**src/smpio_pkg.sv**
```systemverilog
// Package: constants and types of the SPI memory read and port pin block
package smpio_pkg;

	// ------------------------------------------------------------
	// Address map
	// ------------------------------------------------------------
	localparam int AW = 9;
	localparam logic [8:0] A_ZERO = 9'h000;
	localparam logic [8:0] A_LAST = 9'h135;
	localparam logic [8:0] A_OST_LO = 9'h120;
	localparam logic [8:0] A_OST_HI = 9'h121;
	localparam logic [8:0] A_DIR_LO = 9'h122;
	localparam logic [8:0] A_DIR_HI = 9'h123;
	localparam logic [8:0] A_TYP_LO = 9'h124;
	localparam logic [8:0] A_MODE = 9'h125;
	localparam logic [8:0] A_PIN_LO = 9'h126;
	localparam logic [8:0] A_PIN_HI = 9'h127;
	localparam logic [8:0] A_RSVD = 9'h128;
	localparam logic [8:0] A_RTC_FIRST = 9'h129;
	localparam logic [8:0] A_RTC_LAST = 9'h12F;
	localparam int RTC_BYTES = 7;

	// ------------------------------------------------------------
	// Mode register fields
	// ------------------------------------------------------------
	localparam int MODE_HCM = 0;
	localparam int MODE_INV = 1;
	localparam int MODE_TYP_HI = 4;

	// ------------------------------------------------------------
	// Command codes and status byte
	// ------------------------------------------------------------
	localparam logic [7:0] OPC_STWR = 8'h01;
	localparam logic [7:0] OPC_WRITE = 8'h02;
	localparam logic [7:0] OPC_READ = 8'h03;
	localparam logic [7:0] OPC_WDIS = 8'h04;
	localparam logic [7:0] OPC_WENA = 8'h06;
	localparam logic [7:0] OPC_RSTR = 8'h07;
	localparam int OPC_UA_BIT = 3;
	localparam logic [7:0] OPC_UA_MASK = 8'h08;
	localparam int STATUS_WEN = 1;

	// ------------------------------------------------------------
	// Pins, synchroniser layout, bit counter
	// ------------------------------------------------------------
	localparam int PIN_N = 12;
	localparam logic [3:0] PIN_FIRST_LO = 4'h0;
	localparam logic [3:0] PIN_LAST_LO = 4'h7;
	localparam logic [3:0] PIN_FIRST_HI = 4'h8;
	localparam logic [3:0] PIN_LAST_HI = 4'hB;
	localparam logic [11:0] PIN_ONE = 12'h001;
	localparam int SYNC_W = 15;
	localparam int IX_SCK = 14;
	localparam int IX_CS = 13;
	localparam int IX_SI = 12;
	localparam logic [14:0] SYNC_RST = 15'h2000;
	localparam logic [2:0] BIT_FIRST = 3'h0;
	localparam logic [2:0] BIT_LAST = 3'h7;

	// ------------------------------------------------------------
	// Timing
	// ------------------------------------------------------------
	localparam int CLK_NS = 50;
	localparam int POIP_NS_DEF = 1000;
	localparam int HC_TRI_NS = 2000;
	localparam int HC_GAP_NS = 1000;
	localparam int HC_TRI_CYC = (HC_TRI_NS / CLK_NS < 1) ? 1 : HC_TRI_NS / CLK_NS;
	localparam int HC_GAP_CYC = (HC_GAP_NS / CLK_NS < 1) ? 1 : HC_GAP_NS / CLK_NS;

	// ------------------------------------------------------------
	// Types
	// ------------------------------------------------------------
	typedef struct packed {
		logic [11:0] state;
		logic [11:0] dir;
		logic [11:0] odrain;
		logic hcm;
		logic rd_inv;
	} smpio_cfg_t;

	typedef enum logic [2:0] {PH_IDLE, PH_CMD, PH_ADDR, PH_READ, PH_WRITE, PH_DONE} smpio_phase_t;
	typedef enum logic [1:0] {SQ_IDLE, SQ_TRI, SQ_GAP} smpio_seq_t;

endpackage

```
**src/smpio_spi_slave.sv**
```systemverilog
// SPI slave for memory reads and port pin access
//
// Contract
// - Read sends status byte, then target data
// - Reserved addresses read as zero
// - Pointer advances per byte; reads wrap to zero, writes wrap to A_OST_LO
// - Chip select rising ends the transfer
// - After status write, read forces upper region
// - Clock reads come from address-time snapshot
// - Port read addresses alternate with each other
// - Nonexistent addresses read zero until wrap
// - Power-up loads defaults, pins tristated meanwhile
// - Input pins keep their driver off
// - High-current mode bit makes pins switch sequentially
// - High-current config changes wait for port write
// - Port writes need write enable latch set
// - Low-current group switches on next falling edge
// - Low-current write at first address loops groups
// - In mode (1,1) the last byte applies at chip select rising
// - High-current pins tristate in turn from 0/8
// - Extra gap between pin 7 and 8
// - High-current writes increment, never alternate groups
// - Pins sampled on previous byte's LSB edge
// - Low group pin 7 first; high group zero-padded
// - Low-current output-state writes toggle, else increment
// - Write enable clears after a real write or a write disable command
`timescale 1ns/1ns
`default_nettype none
module smpio_spi_slave import smpio_pkg::*; #(
	parameter int POIP_NS = POIP_NS_DEF
) (
	// Clock and reset
	input wire logic mclk,
	input wire logic rst,
	// Serial link pins
	input wire logic sck,
	input wire logic chip_select_low,
	input wire logic si,
	output logic so_out,
	output logic so_oe,
	// Port pins
	input wire logic [11:0] port_pin_in,
	output logic [11:0] port_pin_out,
	output logic [11:0] port_pin_oe,
	// Rest of the device
	input wire smpio_cfg_t pin_defaults,
	input wire logic [7:0] status_in,
	input wire logic [55:0] rtc_live,
	output logic [8:0] mem_rd_addr,
	input wire logic [7:0] mem_rd_data,
	// Block state
	output logic write_enable,
	output logic high_current_mode,
	output logic init_busy
);
	localparam int POIP_CYC = (POIP_NS + CLK_NS - 1) / CLK_NS;
	localparam int PW = $clog2(POIP_CYC + 1);

	// ------------------------------------------------------------
	// Helpers
	// ------------------------------------------------------------
	function automatic logic in_rng(input logic [8:0] a, input logic [8:0] lo, input logic [8:0] hi);
		return (a >= lo) && (a <= hi);
	endfunction

	function automatic logic [8:0] next_ptr(input logic [8:0] p, input logic tog, input logic [8:0] wrap);
		if (tog) begin
			return {p[8:1], ~p[0]};
		end else if (p == A_LAST) begin
			return wrap;
		end else begin
			return p + 9'h001;
		end
	endfunction

	function automatic logic opc_is(input logic [7:0] b, input logic [7:0] opc);
		return (b & ~OPC_UA_MASK) == opc;
	endfunction

	// ------------------------------------------------------------
	// Declarations
	// ------------------------------------------------------------
	logic [SYNC_W-1:0] s1_q, s2_q, s3_q, filt_q, filt_d;
	logic sck_rise, sck_fall, cs_fall, cs_rise;
	logic [PW-1:0] poip_q, poip_d;
	logic busy_q;
	logic refresh;
	smpio_cfg_t cfg_q, cfg_d;
	logic commit, hc_start, hc_hi;
	logic [11:0] tri_mask, load_mask;
	logic [11:0] act_st_q, act_st_d, act_dir_q, act_dir_d, act_od_q, act_od_d;
	logic [11:0] pin_out_d, pin_oe_d, pins_now;
	smpio_phase_t phase_q, phase_d;
	logic [2:0] bit_q, bit_d;
	logic [7:0] sh_in_q, sh_in_d, rx_byte;
	logic ua_q, ua_d, rd_q, rd_d, tog_q, tog_d;
	logic [8:0] ptr_q, ptr_d, rtc_off;
	logic wr_any_q, wr_any_d, wen_q, wen_d, stw_q, stw_d;
	logic [7:0] nxt_q, nxt_d, rd_byte, st_byte;
	logic load_q, load_d;
	logic [55:0] snap_q, snap_d;
	logic wp_q, wp_d;
	logic [8:0] wa_q, wa_d;
	logic [7:0] wdat_q, wdat_d, so_sh_q, so_sh_d;
	logic so_q, so_d, so_oe_q, so_oe_d;

	// ------------------------------------------------------------
	// Input synchronisers
	// ------------------------------------------------------------
	// A change counts once the second and third stages agree
	always_comb begin
		filt_d = (s2_q & s3_q) | (filt_q & (s2_q ^ s3_q));
		sck_rise = filt_d[IX_SCK] & ~filt_q[IX_SCK];
		sck_fall = ~filt_d[IX_SCK] & filt_q[IX_SCK];
		cs_fall = ~filt_d[IX_CS] & filt_q[IX_CS];
		cs_rise = filt_d[IX_CS] & ~filt_q[IX_CS];
	end

	always_ff @(posedge mclk or posedge rst) begin
		if (rst) begin
			s1_q <= SYNC_RST;
			s2_q <= SYNC_RST;
			s3_q <= SYNC_RST;
			filt_q <= SYNC_RST;
		end else begin
			s1_q <= {sck, chip_select_low, si, port_pin_in};
			s2_q <= s1_q;
			s3_q <= s2_q;
			filt_q <= filt_d;
		end
	end

	// ------------------------------------------------------------
	// Power-on initialisation timer
	// ------------------------------------------------------------
	// Restarted by reset and by the restore defaults command
	always_comb begin
		if (refresh) begin
			poip_d = PW'(POIP_CYC);
		end else if (poip_q != '0) begin
			poip_d = poip_q - PW'(1);
		end else begin
			poip_d = poip_q;
		end
	end

	always_ff @(posedge mclk or posedge rst) begin
		if (rst) begin
			poip_q <= PW'(POIP_CYC);
			busy_q <= 1'b1;
		end else begin
			poip_q <= poip_d;
			busy_q <= (poip_d != '0);
		end
	end

	// ------------------------------------------------------------
	// Port configuration registers
	// ------------------------------------------------------------
	// Staged byte lands on the next falling SCK, or on deselect in mode (1,1)
	always_comb begin
		cfg_d = cfg_q;
		commit = wp_q & (sck_fall | cs_rise);
		if (busy_q) begin
			cfg_d = pin_defaults;
		end else if (commit) begin
			if (wa_q == A_OST_LO) begin
				cfg_d.state[7:0] = wdat_q;
			end else if (wa_q == A_OST_HI) begin
				cfg_d.state[11:8] = wdat_q[3:0];
			end else if (wa_q == A_DIR_LO) begin
				cfg_d.dir[7:0] = wdat_q;
			end else if (wa_q == A_DIR_HI) begin
				cfg_d.dir[11:8] = wdat_q[3:0];
			end else if (wa_q == A_TYP_LO) begin
				cfg_d.odrain[7:0] = wdat_q;
			end else if (wa_q == A_MODE) begin
				cfg_d.hcm = wdat_q[MODE_HCM];
				cfg_d.rd_inv = wdat_q[MODE_INV];
				cfg_d.odrain[11:8] = wdat_q[MODE_TYP_HI +: 4];
			end
		end
		hc_start = commit & ~busy_q & cfg_q.hcm & (wa_q == A_OST_LO || wa_q == A_OST_HI);
		hc_hi = (wa_q == A_OST_HI);
	end

	always_ff @(posedge mclk or posedge rst) begin
		if (rst) begin
			cfg_q <= '0;
		end else begin
			cfg_q <= cfg_d;
		end
	end

	// ------------------------------------------------------------
	// High-current sequencer
	// ------------------------------------------------------------
	smpio_hc_seq #(
		.TRI_CYC(HC_TRI_CYC),
		.GAP_CYC(HC_GAP_CYC)
	) u_seq (
		.mclk(mclk),
		.rst(rst),
		.start(hc_start),
		.start_hi(hc_hi),
		.tri_mask(tri_mask),
		.load_mask(load_mask)
	);

	// ------------------------------------------------------------
	// Pin drivers
	// ------------------------------------------------------------
	// Low-current mode follows the registers at once; high-current mode per walk step
	always_comb begin
		act_st_d = act_st_q;
		act_dir_d = act_dir_q;
		act_od_d = act_od_q;
		for (int i = 0; i < PIN_N; i++) begin
			if (busy_q || !cfg_q.hcm) begin
				act_st_d[i] = cfg_d.state[i];
				act_dir_d[i] = cfg_d.dir[i];
				act_od_d[i] = cfg_d.odrain[i];
			end else if (load_mask[i]) begin
				act_st_d[i] = cfg_q.state[i];
				act_dir_d[i] = cfg_q.dir[i];
				act_od_d[i] = cfg_q.odrain[i];
			end
		end
		// Drivers drop in the same cycle as init starts, not one later
		pin_oe_d = {PIN_N{(poip_d == '0)}} & ~tri_mask & act_dir_q & (~act_od_q | ~act_st_q);
		pin_out_d = act_st_q & ~act_od_q;
	end

	always_ff @(posedge mclk or posedge rst) begin
		if (rst) begin
			act_st_q <= '0;
			act_dir_q <= '0;
			act_od_q <= '0;
			port_pin_out <= '0;
			port_pin_oe <= '0;
		end else begin
			act_st_q <= act_st_d;
			act_dir_q <= act_dir_d;
			act_od_q <= act_od_d;
			port_pin_out <= pin_out_d;
			port_pin_oe <= pin_oe_d;
		end
	end

	// ------------------------------------------------------------
	// Read data selection
	// ------------------------------------------------------------
	// Pins are taken on the edge that captures the previous byte's LSB
	always_comb begin
		pins_now = filt_q[11:0] ^ {PIN_N{cfg_q.rd_inv}};
		rtc_off = ptr_q - A_RTC_FIRST;
		st_byte = status_in;
		st_byte[STATUS_WEN] = wen_q;
		rx_byte = {sh_in_q[6:0], filt_d[IX_SI]};
		if (ptr_q > A_LAST) begin
			rd_byte = 8'h00;
		end else if (ptr_q == A_OST_LO) begin
			rd_byte = cfg_q.state[7:0];
		end else if (ptr_q == A_OST_HI) begin
			rd_byte = {4'h0, cfg_q.state[11:8]};
		end else if (ptr_q == A_DIR_LO) begin
			rd_byte = cfg_q.dir[7:0];
		end else if (ptr_q == A_DIR_HI) begin
			rd_byte = {4'h0, cfg_q.dir[11:8]};
		end else if (ptr_q == A_TYP_LO) begin
			rd_byte = cfg_q.odrain[7:0];
		end else if (ptr_q == A_MODE) begin
			rd_byte = {cfg_q.odrain[11:8], 2'h0, cfg_q.rd_inv, cfg_q.hcm};
		end else if (ptr_q == A_PIN_LO) begin
			rd_byte = pins_now[7:0];
		end else if (ptr_q == A_PIN_HI) begin
			rd_byte = {4'h0, pins_now[11:8]};
		end else if (ptr_q == A_RSVD) begin
			rd_byte = 8'h00;
		end else if (in_rng(ptr_q, A_RTC_FIRST, A_RTC_LAST)) begin
			rd_byte = snap_q[{rtc_off[2:0], 3'h0} +: 8];
		end else begin
			rd_byte = mem_rd_data;
		end
	end

	// ------------------------------------------------------------
	// Serial protocol engine
	// ------------------------------------------------------------
	always_comb begin
		phase_d = phase_q;
		bit_d = bit_q;
		sh_in_d = sh_in_q;
		ua_d = ua_q;
		rd_d = rd_q;
		tog_d = tog_q;
		ptr_d = ptr_q;
		wr_any_d = wr_any_q;
		wen_d = wen_q;
		stw_d = stw_q;
		nxt_d = nxt_q;
		load_d = load_q;
		snap_d = snap_q;
		wp_d = wp_q & ~commit;
		wa_d = wa_q;
		wdat_d = wdat_q;
		so_sh_d = so_sh_q;
		so_d = so_q;
		so_oe_d = so_oe_q;
		refresh = 1'b0;
		if (cs_fall) begin
			phase_d = PH_CMD;
			bit_d = BIT_FIRST;
			wr_any_d = 1'b0;
			load_d = 1'b0;
		end else if (cs_rise) begin
			phase_d = PH_IDLE;
			so_oe_d = 1'b0;
			if (phase_q == PH_WRITE && wr_any_q) begin
				wen_d = 1'b0;
			end
		end else if (sck_rise && phase_q != PH_IDLE && phase_q != PH_DONE) begin
			sh_in_d = rx_byte;
			bit_d = bit_q + 3'h1;
			if (bit_q == BIT_LAST) begin
				case (phase_q)
					PH_CMD: begin
						phase_d = PH_DONE;
						stw_d = opc_is(rx_byte, OPC_STWR);
						if (opc_is(rx_byte, OPC_READ) || opc_is(rx_byte, OPC_WRITE)) begin
							phase_d = PH_ADDR;
							rd_d = opc_is(rx_byte, OPC_READ);
							ua_d = stw_q | rx_byte[OPC_UA_BIT];
						end else if (opc_is(rx_byte, OPC_WENA)) begin
							wen_d = 1'b1;
						end else if (opc_is(rx_byte, OPC_WDIS)) begin
							wen_d = 1'b0;
						end else if (opc_is(rx_byte, OPC_RSTR)) begin
							refresh = 1'b1;
						end
					end
					PH_ADDR: begin
						ptr_d = {ua_q, rx_byte};
						if (rd_q) begin
							phase_d = PH_READ;
							nxt_d = st_byte;
							load_d = 1'b1;
							snap_d = rtc_live;
							tog_d = in_rng(ptr_d, A_PIN_LO, A_PIN_HI);
						end else begin
							phase_d = PH_WRITE;
							tog_d = ~cfg_q.hcm & in_rng(ptr_d, A_OST_LO, A_OST_HI);
						end
					end
					PH_READ: begin
						nxt_d = rd_byte;
						load_d = 1'b1;
						ptr_d = next_ptr(ptr_q, tog_q, A_ZERO);
					end
					PH_WRITE: begin
						if (wen_q && in_rng(ptr_q, A_OST_LO, A_MODE)) begin
							wp_d = 1'b1;
							wa_d = ptr_q;
							wdat_d = rx_byte;
							wr_any_d = 1'b1;
						end
						ptr_d = next_ptr(ptr_q, tog_q, A_OST_LO);
					end
					default: begin
					end
				endcase
			end
		end else if (sck_fall && phase_q == PH_READ) begin
			so_oe_d = 1'b1;
			if (load_q) begin
				so_sh_d = nxt_q;
				so_d = nxt_q[7];
				load_d = 1'b0;
			end else begin
				so_sh_d = {so_sh_q[6:0], 1'b0};
				so_d = so_sh_q[6];
			end
		end
	end

	always_ff @(posedge mclk or posedge rst) begin
		if (rst) begin
			phase_q <= PH_IDLE;
			bit_q <= BIT_FIRST;
			sh_in_q <= '0;
			ua_q <= 1'b0;
			rd_q <= 1'b0;
			tog_q <= 1'b0;
			ptr_q <= A_ZERO;
			wr_any_q <= 1'b0;
			wen_q <= 1'b0;
			stw_q <= 1'b0;
			nxt_q <= '0;
			load_q <= 1'b0;
			snap_q <= '0;
			wp_q <= 1'b0;
			wa_q <= A_ZERO;
			wdat_q <= '0;
			so_sh_q <= '0;
			so_q <= 1'b0;
			so_oe_q <= 1'b0;
		end else begin
			phase_q <= phase_d;
			bit_q <= bit_d;
			sh_in_q <= sh_in_d;
			ua_q <= ua_d;
			rd_q <= rd_d;
			tog_q <= tog_d;
			ptr_q <= ptr_d;
			wr_any_q <= wr_any_d;
			wen_q <= wen_d;
			stw_q <= stw_d;
			nxt_q <= nxt_d;
			load_q <= load_d;
			snap_q <= snap_d;
			wp_q <= wp_d;
			wa_q <= wa_d;
			wdat_q <= wdat_d;
			so_sh_q <= so_sh_d;
			so_q <= so_d;
			so_oe_q <= so_oe_d;
		end
	end

	// ------------------------------------------------------------
	// Outputs
	// ------------------------------------------------------------
	assign so_out = so_q;
	assign so_oe = so_oe_q;
	assign mem_rd_addr = ptr_q;
	assign write_enable = wen_q;
	assign high_current_mode = cfg_q.hcm;
	assign init_busy = busy_q;

endmodule
`default_nettype wire

```
**src/smpio_hc_seq.sv**
```systemverilog
// High-current sequencer: tristates and reloads port pins one after another
`timescale 1ns/1ns
`default_nettype none
module smpio_hc_seq import smpio_pkg::*; #(
	parameter int TRI_CYC = HC_TRI_CYC,
	parameter int GAP_CYC = HC_GAP_CYC
) (
	// Clock and reset
	input wire logic mclk,
	input wire logic rst,
	// Start request
	input wire logic start,
	input wire logic start_hi,
	// Pin control
	output logic [11:0] tri_mask,
	output logic [11:0] load_mask
);
	localparam int CW = $clog2(TRI_CYC + GAP_CYC + 1);

	smpio_seq_t st_q, st_d;
	logic [CW-1:0] cnt_q, cnt_d;
	logic [3:0] pin_q, pin_d, last_q, last_d;
	logic all_q, all_d;
	logic [11:0] tri_d, load_d;

	// Next state of the pin walk
	always_comb begin
		st_d = st_q;
		cnt_d = cnt_q;
		pin_d = pin_q;
		last_d = last_q;
		all_d = all_q;
		load_d = '0;
		tri_d = (st_q == SQ_TRI) ? (PIN_ONE << pin_q) : '0;
		case (st_q)
			SQ_TRI: begin
				if (cnt_q == CW'(1)) begin
					load_d = PIN_ONE << pin_q;
					if (pin_q == last_q) begin
						st_d = SQ_IDLE;
					end else if (pin_q == PIN_LAST_LO && all_q) begin
						st_d = SQ_GAP;
						cnt_d = CW'(GAP_CYC);
					end else begin
						pin_d = pin_q + 4'h1;
						cnt_d = CW'(TRI_CYC);
					end
				end else begin
					cnt_d = cnt_q - CW'(1);
				end
			end
			SQ_GAP: begin
				if (cnt_q == CW'(1)) begin
					st_d = SQ_TRI;
					pin_d = pin_q + 4'h1;
					cnt_d = CW'(TRI_CYC);
				end else begin
					cnt_d = cnt_q - CW'(1);
				end
			end
			default: begin
			end
		endcase
		// A high group write during a low group walk makes it a twelve pin walk
		if (start) begin
			if (start_hi && st_d != SQ_IDLE && last_d == PIN_LAST_LO) begin
				last_d = PIN_LAST_HI;
				all_d = 1'b1;
			end else begin
				st_d = SQ_TRI;
				cnt_d = CW'(TRI_CYC);
				pin_d = start_hi ? PIN_FIRST_HI : PIN_FIRST_LO;
				last_d = start_hi ? PIN_LAST_HI : PIN_LAST_LO;
				all_d = 1'b0;
			end
		end
	end

	// Registers of the pin walk
	always_ff @(posedge mclk or posedge rst) begin
		if (rst) begin
			st_q <= SQ_IDLE;
			cnt_q <= '0;
			pin_q <= PIN_FIRST_LO;
			last_q <= PIN_LAST_LO;
			all_q <= 1'b0;
			tri_mask <= '0;
			load_mask <= '0;
		end else begin
			st_q <= st_d;
			cnt_q <= cnt_d;
			pin_q <= pin_d;
			last_q <= last_d;
			all_q <= all_d;
			tri_mask <= tri_d;
			load_mask <= load_d;
		end
	end

endmodule
`default_nettype wire

```
**config.mk**
```make
export PLATFORM = sky130hd
export DESIGN_NAME = smpio_spi_slave
export DESIGN_NICKNAME = d
export VERILOG_FILES = /design/src/smpio_pkg.sv /design/src/smpio_spi_slave.sv /design/src/smpio_hc_seq.sv
export SDC_FILE = /design/constraint.sdc
export NUM_CORES = 1
export LEC_CHECK = 0
export BUFFER_PORTS_ARGS = -buffer_cell sky130_fd_sc_hd__buf_4
export CORE_MARGIN = 4
export CORE_UTILIZATION = 55
export DETAILED_ROUTE_END_ITERATION = 6
export PLACE_DENSITY_LB_ADDON = 0.2
export SLEW_MARGIN = 25
export SYNTH_ARGS = -nofsm -noshare
export SYNTH_HDL_FRONTEND = slang
export SYNTH_SLANG_ARGS = --single-unit
```
**constraint.sdc**
```tcl
create_clock -name mclk -period 21.2 [get_ports mclk]
set_clock_uncertainty 0.05 [all_clocks]
set_input_delay 2.12 -clock mclk [delete_from_list [all_inputs] [get_ports mclk]]
set_output_delay 2.12 -clock mclk [all_outputs]
set_load 0.01 [all_outputs]
```
==> summary.txt <==
Clock network
  – Hold bufs inserted after CTS: 0
  – Post_cts resized: 0
  – CTS root buf: clkbuf_16
  – # clock sinks: 323
  – Worst-path clk slew: 0.06 ns
  – CTS tree: done
  – TritonCTS buffer count: 36
  – Post-CTS Setup Bufs: 0
  – CTS H-tree depth: 2
  – Clock buffer depth: 3
  – Worst skew pair latency: 0.53 ns

Floorplanning
  – I/O pin count: 165
  – Cell Rows: 60
  – Core Footprint: 27300 µm²
  – Die width: 175 µm
  – Die ar.: 30700 µm²
  – Die height: 175 µm
  – Initial core utilization: 56.5%

Timing
  – Fin crit period: 4.37 ns
  – Slew Limit Fails: 0
  – Hold Fails Final Rpt: 0
  – RSZ-0062 raised after global routing: no
  – Period utilization: 20.6%
  – Setup Viol. Count Final: 0
  – Setup_tns: 0 ns
  – Fmax: 229 MHz
  – Slew @ Worst Pin: 1.03 ns
  – Slew headroom: 29.7%

Place
  – Gpl congestion: 0.947
  – Placement Cell Area: 16900 µm²
  – PortBufs: 163
  – Dpl hpwl: 28500 µm

Detailed routing
  – Antenna viol nets, final: 0
  – # DRC: 0
  – Post-DR vias/cell: 6.13
  – Drt total wl: 40900 µm
  – Vias after detailed routing: 11580
  – Drt first-iter violations: 1038
  – DRT Pass-1 Iters: 5
  – Average wire per standard cell: 21.7 µm

GRT
  – Largest net degree at the start of global routing: 130
  – GRT Overall Usage: 26.5%
  – Vias in the first global route: 11594
  – Total gr overflow: 0
  – Number of antenna violations at the first check in global routing: 1
  – Global-route wire length before repair: 65100 µm

Run status
  – Status: finished clean

Yosys
  – Post-Syn Instances: 1355
  – Sequential fraction of the synthesis area: 52.6%
  – Prevailing post-synth register cell: dfrtp_1
  – Net Count, Synth: 1514
  – Asr flop ratio synth: 100%
  – Post-synth EDFFs: 0
  – Synthesis-stage register bit count: 323
  – Synthesized area: 15400 µm²
  – Post-synth cell types: 84
  – Synth Warn #: 0
  – Syn_area_per_cell: 11.4 µm²

Critical path
  – Kind of critical path: reg2reg
  – Critical Path Start Type: flip-flop
  – Crit path DAT: 4.75 ns
  – CP required: 21.58 ns
  – CP max FO: 29
  – Crit path capture type: flip-flop

Finish
  – Final #Nets: 1654
  – Synth-to-Final Area Change: 17.4%
  – Fraction of layout cells with a size suffix above 1: 24.3%
  – Final Util: 66.3%
  – Diodes inserted: 0
  – Final Instance Area: 18100 µm²

Power
  – Leakage dissipation: 8.21 nW
  – Worst IR Drop VDD: 0.0646 mV
  – Pwr Density: 88.9 nW/µm²

Min path
  – Hold/Removal Path Class: reg2reg

Job
  – Total of max-cap violations: 0
## final cells by class
class | instances | area, µm²
clock inverter | 10 | 136
clock buffer | 51 | 1040
fill | 2151 | 9180
multi-input combinational | 905 | 6800
tap | 372 | 465
sequential | 323 | 8090
inverter | 55 | 214
timing repair buffer | 174 | 1330
## power by group
| group | switching (mW) | internal (mW) |
|---|---|---|
| Sequential | 0.0718 | 0.681 |
| Clock | 0.245 | 0.377 |
| Combinational | 0.129 | 0.104 |
## per-layer routing
layer	wire length [µm]	global-route usage [%]
met4	1650	10.0
met1	17500	37.7
met2	18800	40.4
met3	3020	5.92
met5	10	0
## kinds of logic (layout without fill, tap and decap cells)
group	Yosys count	count (layout)	share of synthesized area, %
xor+xnor	19	19	1.18
mux	176	176	12.6
fa+ha+maj	32	32	2.60
compound gates	325	325	15.7
buf+inv	127	290	3.53
simple gates	353	353	11.8
flops	323	323	52.6
## Yosys cell counts, types with 6 or more instances
cell / number / area (µm²)
a2111oi_0: 7 / 61.3
a2111oi_4: 9 / 248
a21o_1: 19 / 143
a21oi_1: 82 / 410
a221oi_1: 40 / 350
a31oi_1: 15 / 93.8
and2_1: 6 / 37.5
and3_1: 12 / 75.1
buf_1: 6 / 22.5
buf_2: 13 / 65.1
clkbuf_1: 45 / 169
dfrtp_1: 315 / 7880
dfstp_2: 8 / 210
ha_1: 32 / 400
inv_1: 53 / 199
mux2_2: 76 / 856
mux2i_1: 93 / 931
mux4_2: 7 / 158
nand2_1: 78 / 293
nand2b_1: 13 / 81.3
nand3_1: 21 / 105
nor2_1: 101 / 379
nor2b_1: 23 / 144
nor3_1: 35 / 175
nor3b_1: 7 / 52.6
nor4_1: 8 / 50.1
o211ai_1: 8 / 60.1
o21ai_0: 53 / 265
o21bai_1: 7 / 52.6
o221ai_1: 8 / 70.1
o22ai_1: 8 / 50.1
o31ai_1: 6 / 45.0
or2_2: 6 / 37.5
or3_1: 6 / 37.5
xnor2_1: 8 / 70.1
xor2_1: 9 / 78.8
## final timing paths
path | start | end | slack [ns] | depth (start not counted)
max reg2reg | mem_rd_addr[0] | nxt_q[7] | 16.83 | 9
min reg2reg | s1_q[12] | s2_q[12] | 0.29 | 0
min | s1_q[12] | s2_q[12] | 0.29 | 0
max in group asynchronous | rst | s1_q[13] | 17.38 | 5
max | mem_rd_addr[0] | nxt_q[7] | 16.83 | 9
min in group asynchronous | rst | snap_q[4] | 1.76 | 2
## placed cells by master, fill, tap and decap left out, types with 12 or more instances in the layout
cell,Yosys,layout
mux2_2,76,76
a21oi_1,82,82
ha_1,32,32
nor2b_1,23,22
inv_1,53,51
nor3_1,35,34
nand2_1,78,78
nand2b_1,13,13
dfrtp_1,315,315
and3_1,12,12
o21ai_0,53,53
a31oi_1,15,15
mux2i_1,93,93
nand3_1,21,21
a21o_1,19,19
clkbuf_16,0,37
buf_4,5,173
nor2_1,101,99
a221oi_1,40,40
## metrics by stage
stage	hold WS, ns	total power, mW	worst slack (ns)	cells
floorplan	0.281	0.896	10.10	1355
global placement	0.282	0.983	16.47	1828
detailed placement	0.285	0.993	16.44	1828
CTS	0.295	1.62	16.95	1889
global route	0.301	1.68	16.71	1890
finish	0.294	1.61	16.83	1890
## flip-flops by register name, indices dropped and copies added, names as in the netlist, 12 cells and up
| register | flops |
|---|---|
| s2_q | 15 |
| port_pin_out | 12 |
| u_seq.tri_mask | 12 |
| cfg_q | 37 |
| s3_q | 15 |
| act_od_q | 12 |
| act_dir_q | 12 |
| snap_q | 56 |
| filt_q | 15 |
| port_pin_oe | 12 |
| u_seq.load_mask | 12 |
| act_st_q | 12 |
| s1_q | 15 |
## critical path, cell delays in order, from the launching register on
cell and delay (ns):
dfrtp_1 0.32, buf_4 0.37, clkinv_1 0.45, ha_1 0.67
and3b_1 0.37, a21oi_1 0.26, nand3_1 0.28, a2111oi_0 0.95
o21ai_1 0.32, a31oi_1 0.23
Note: power is estimated with default switching activity, not from simulation.
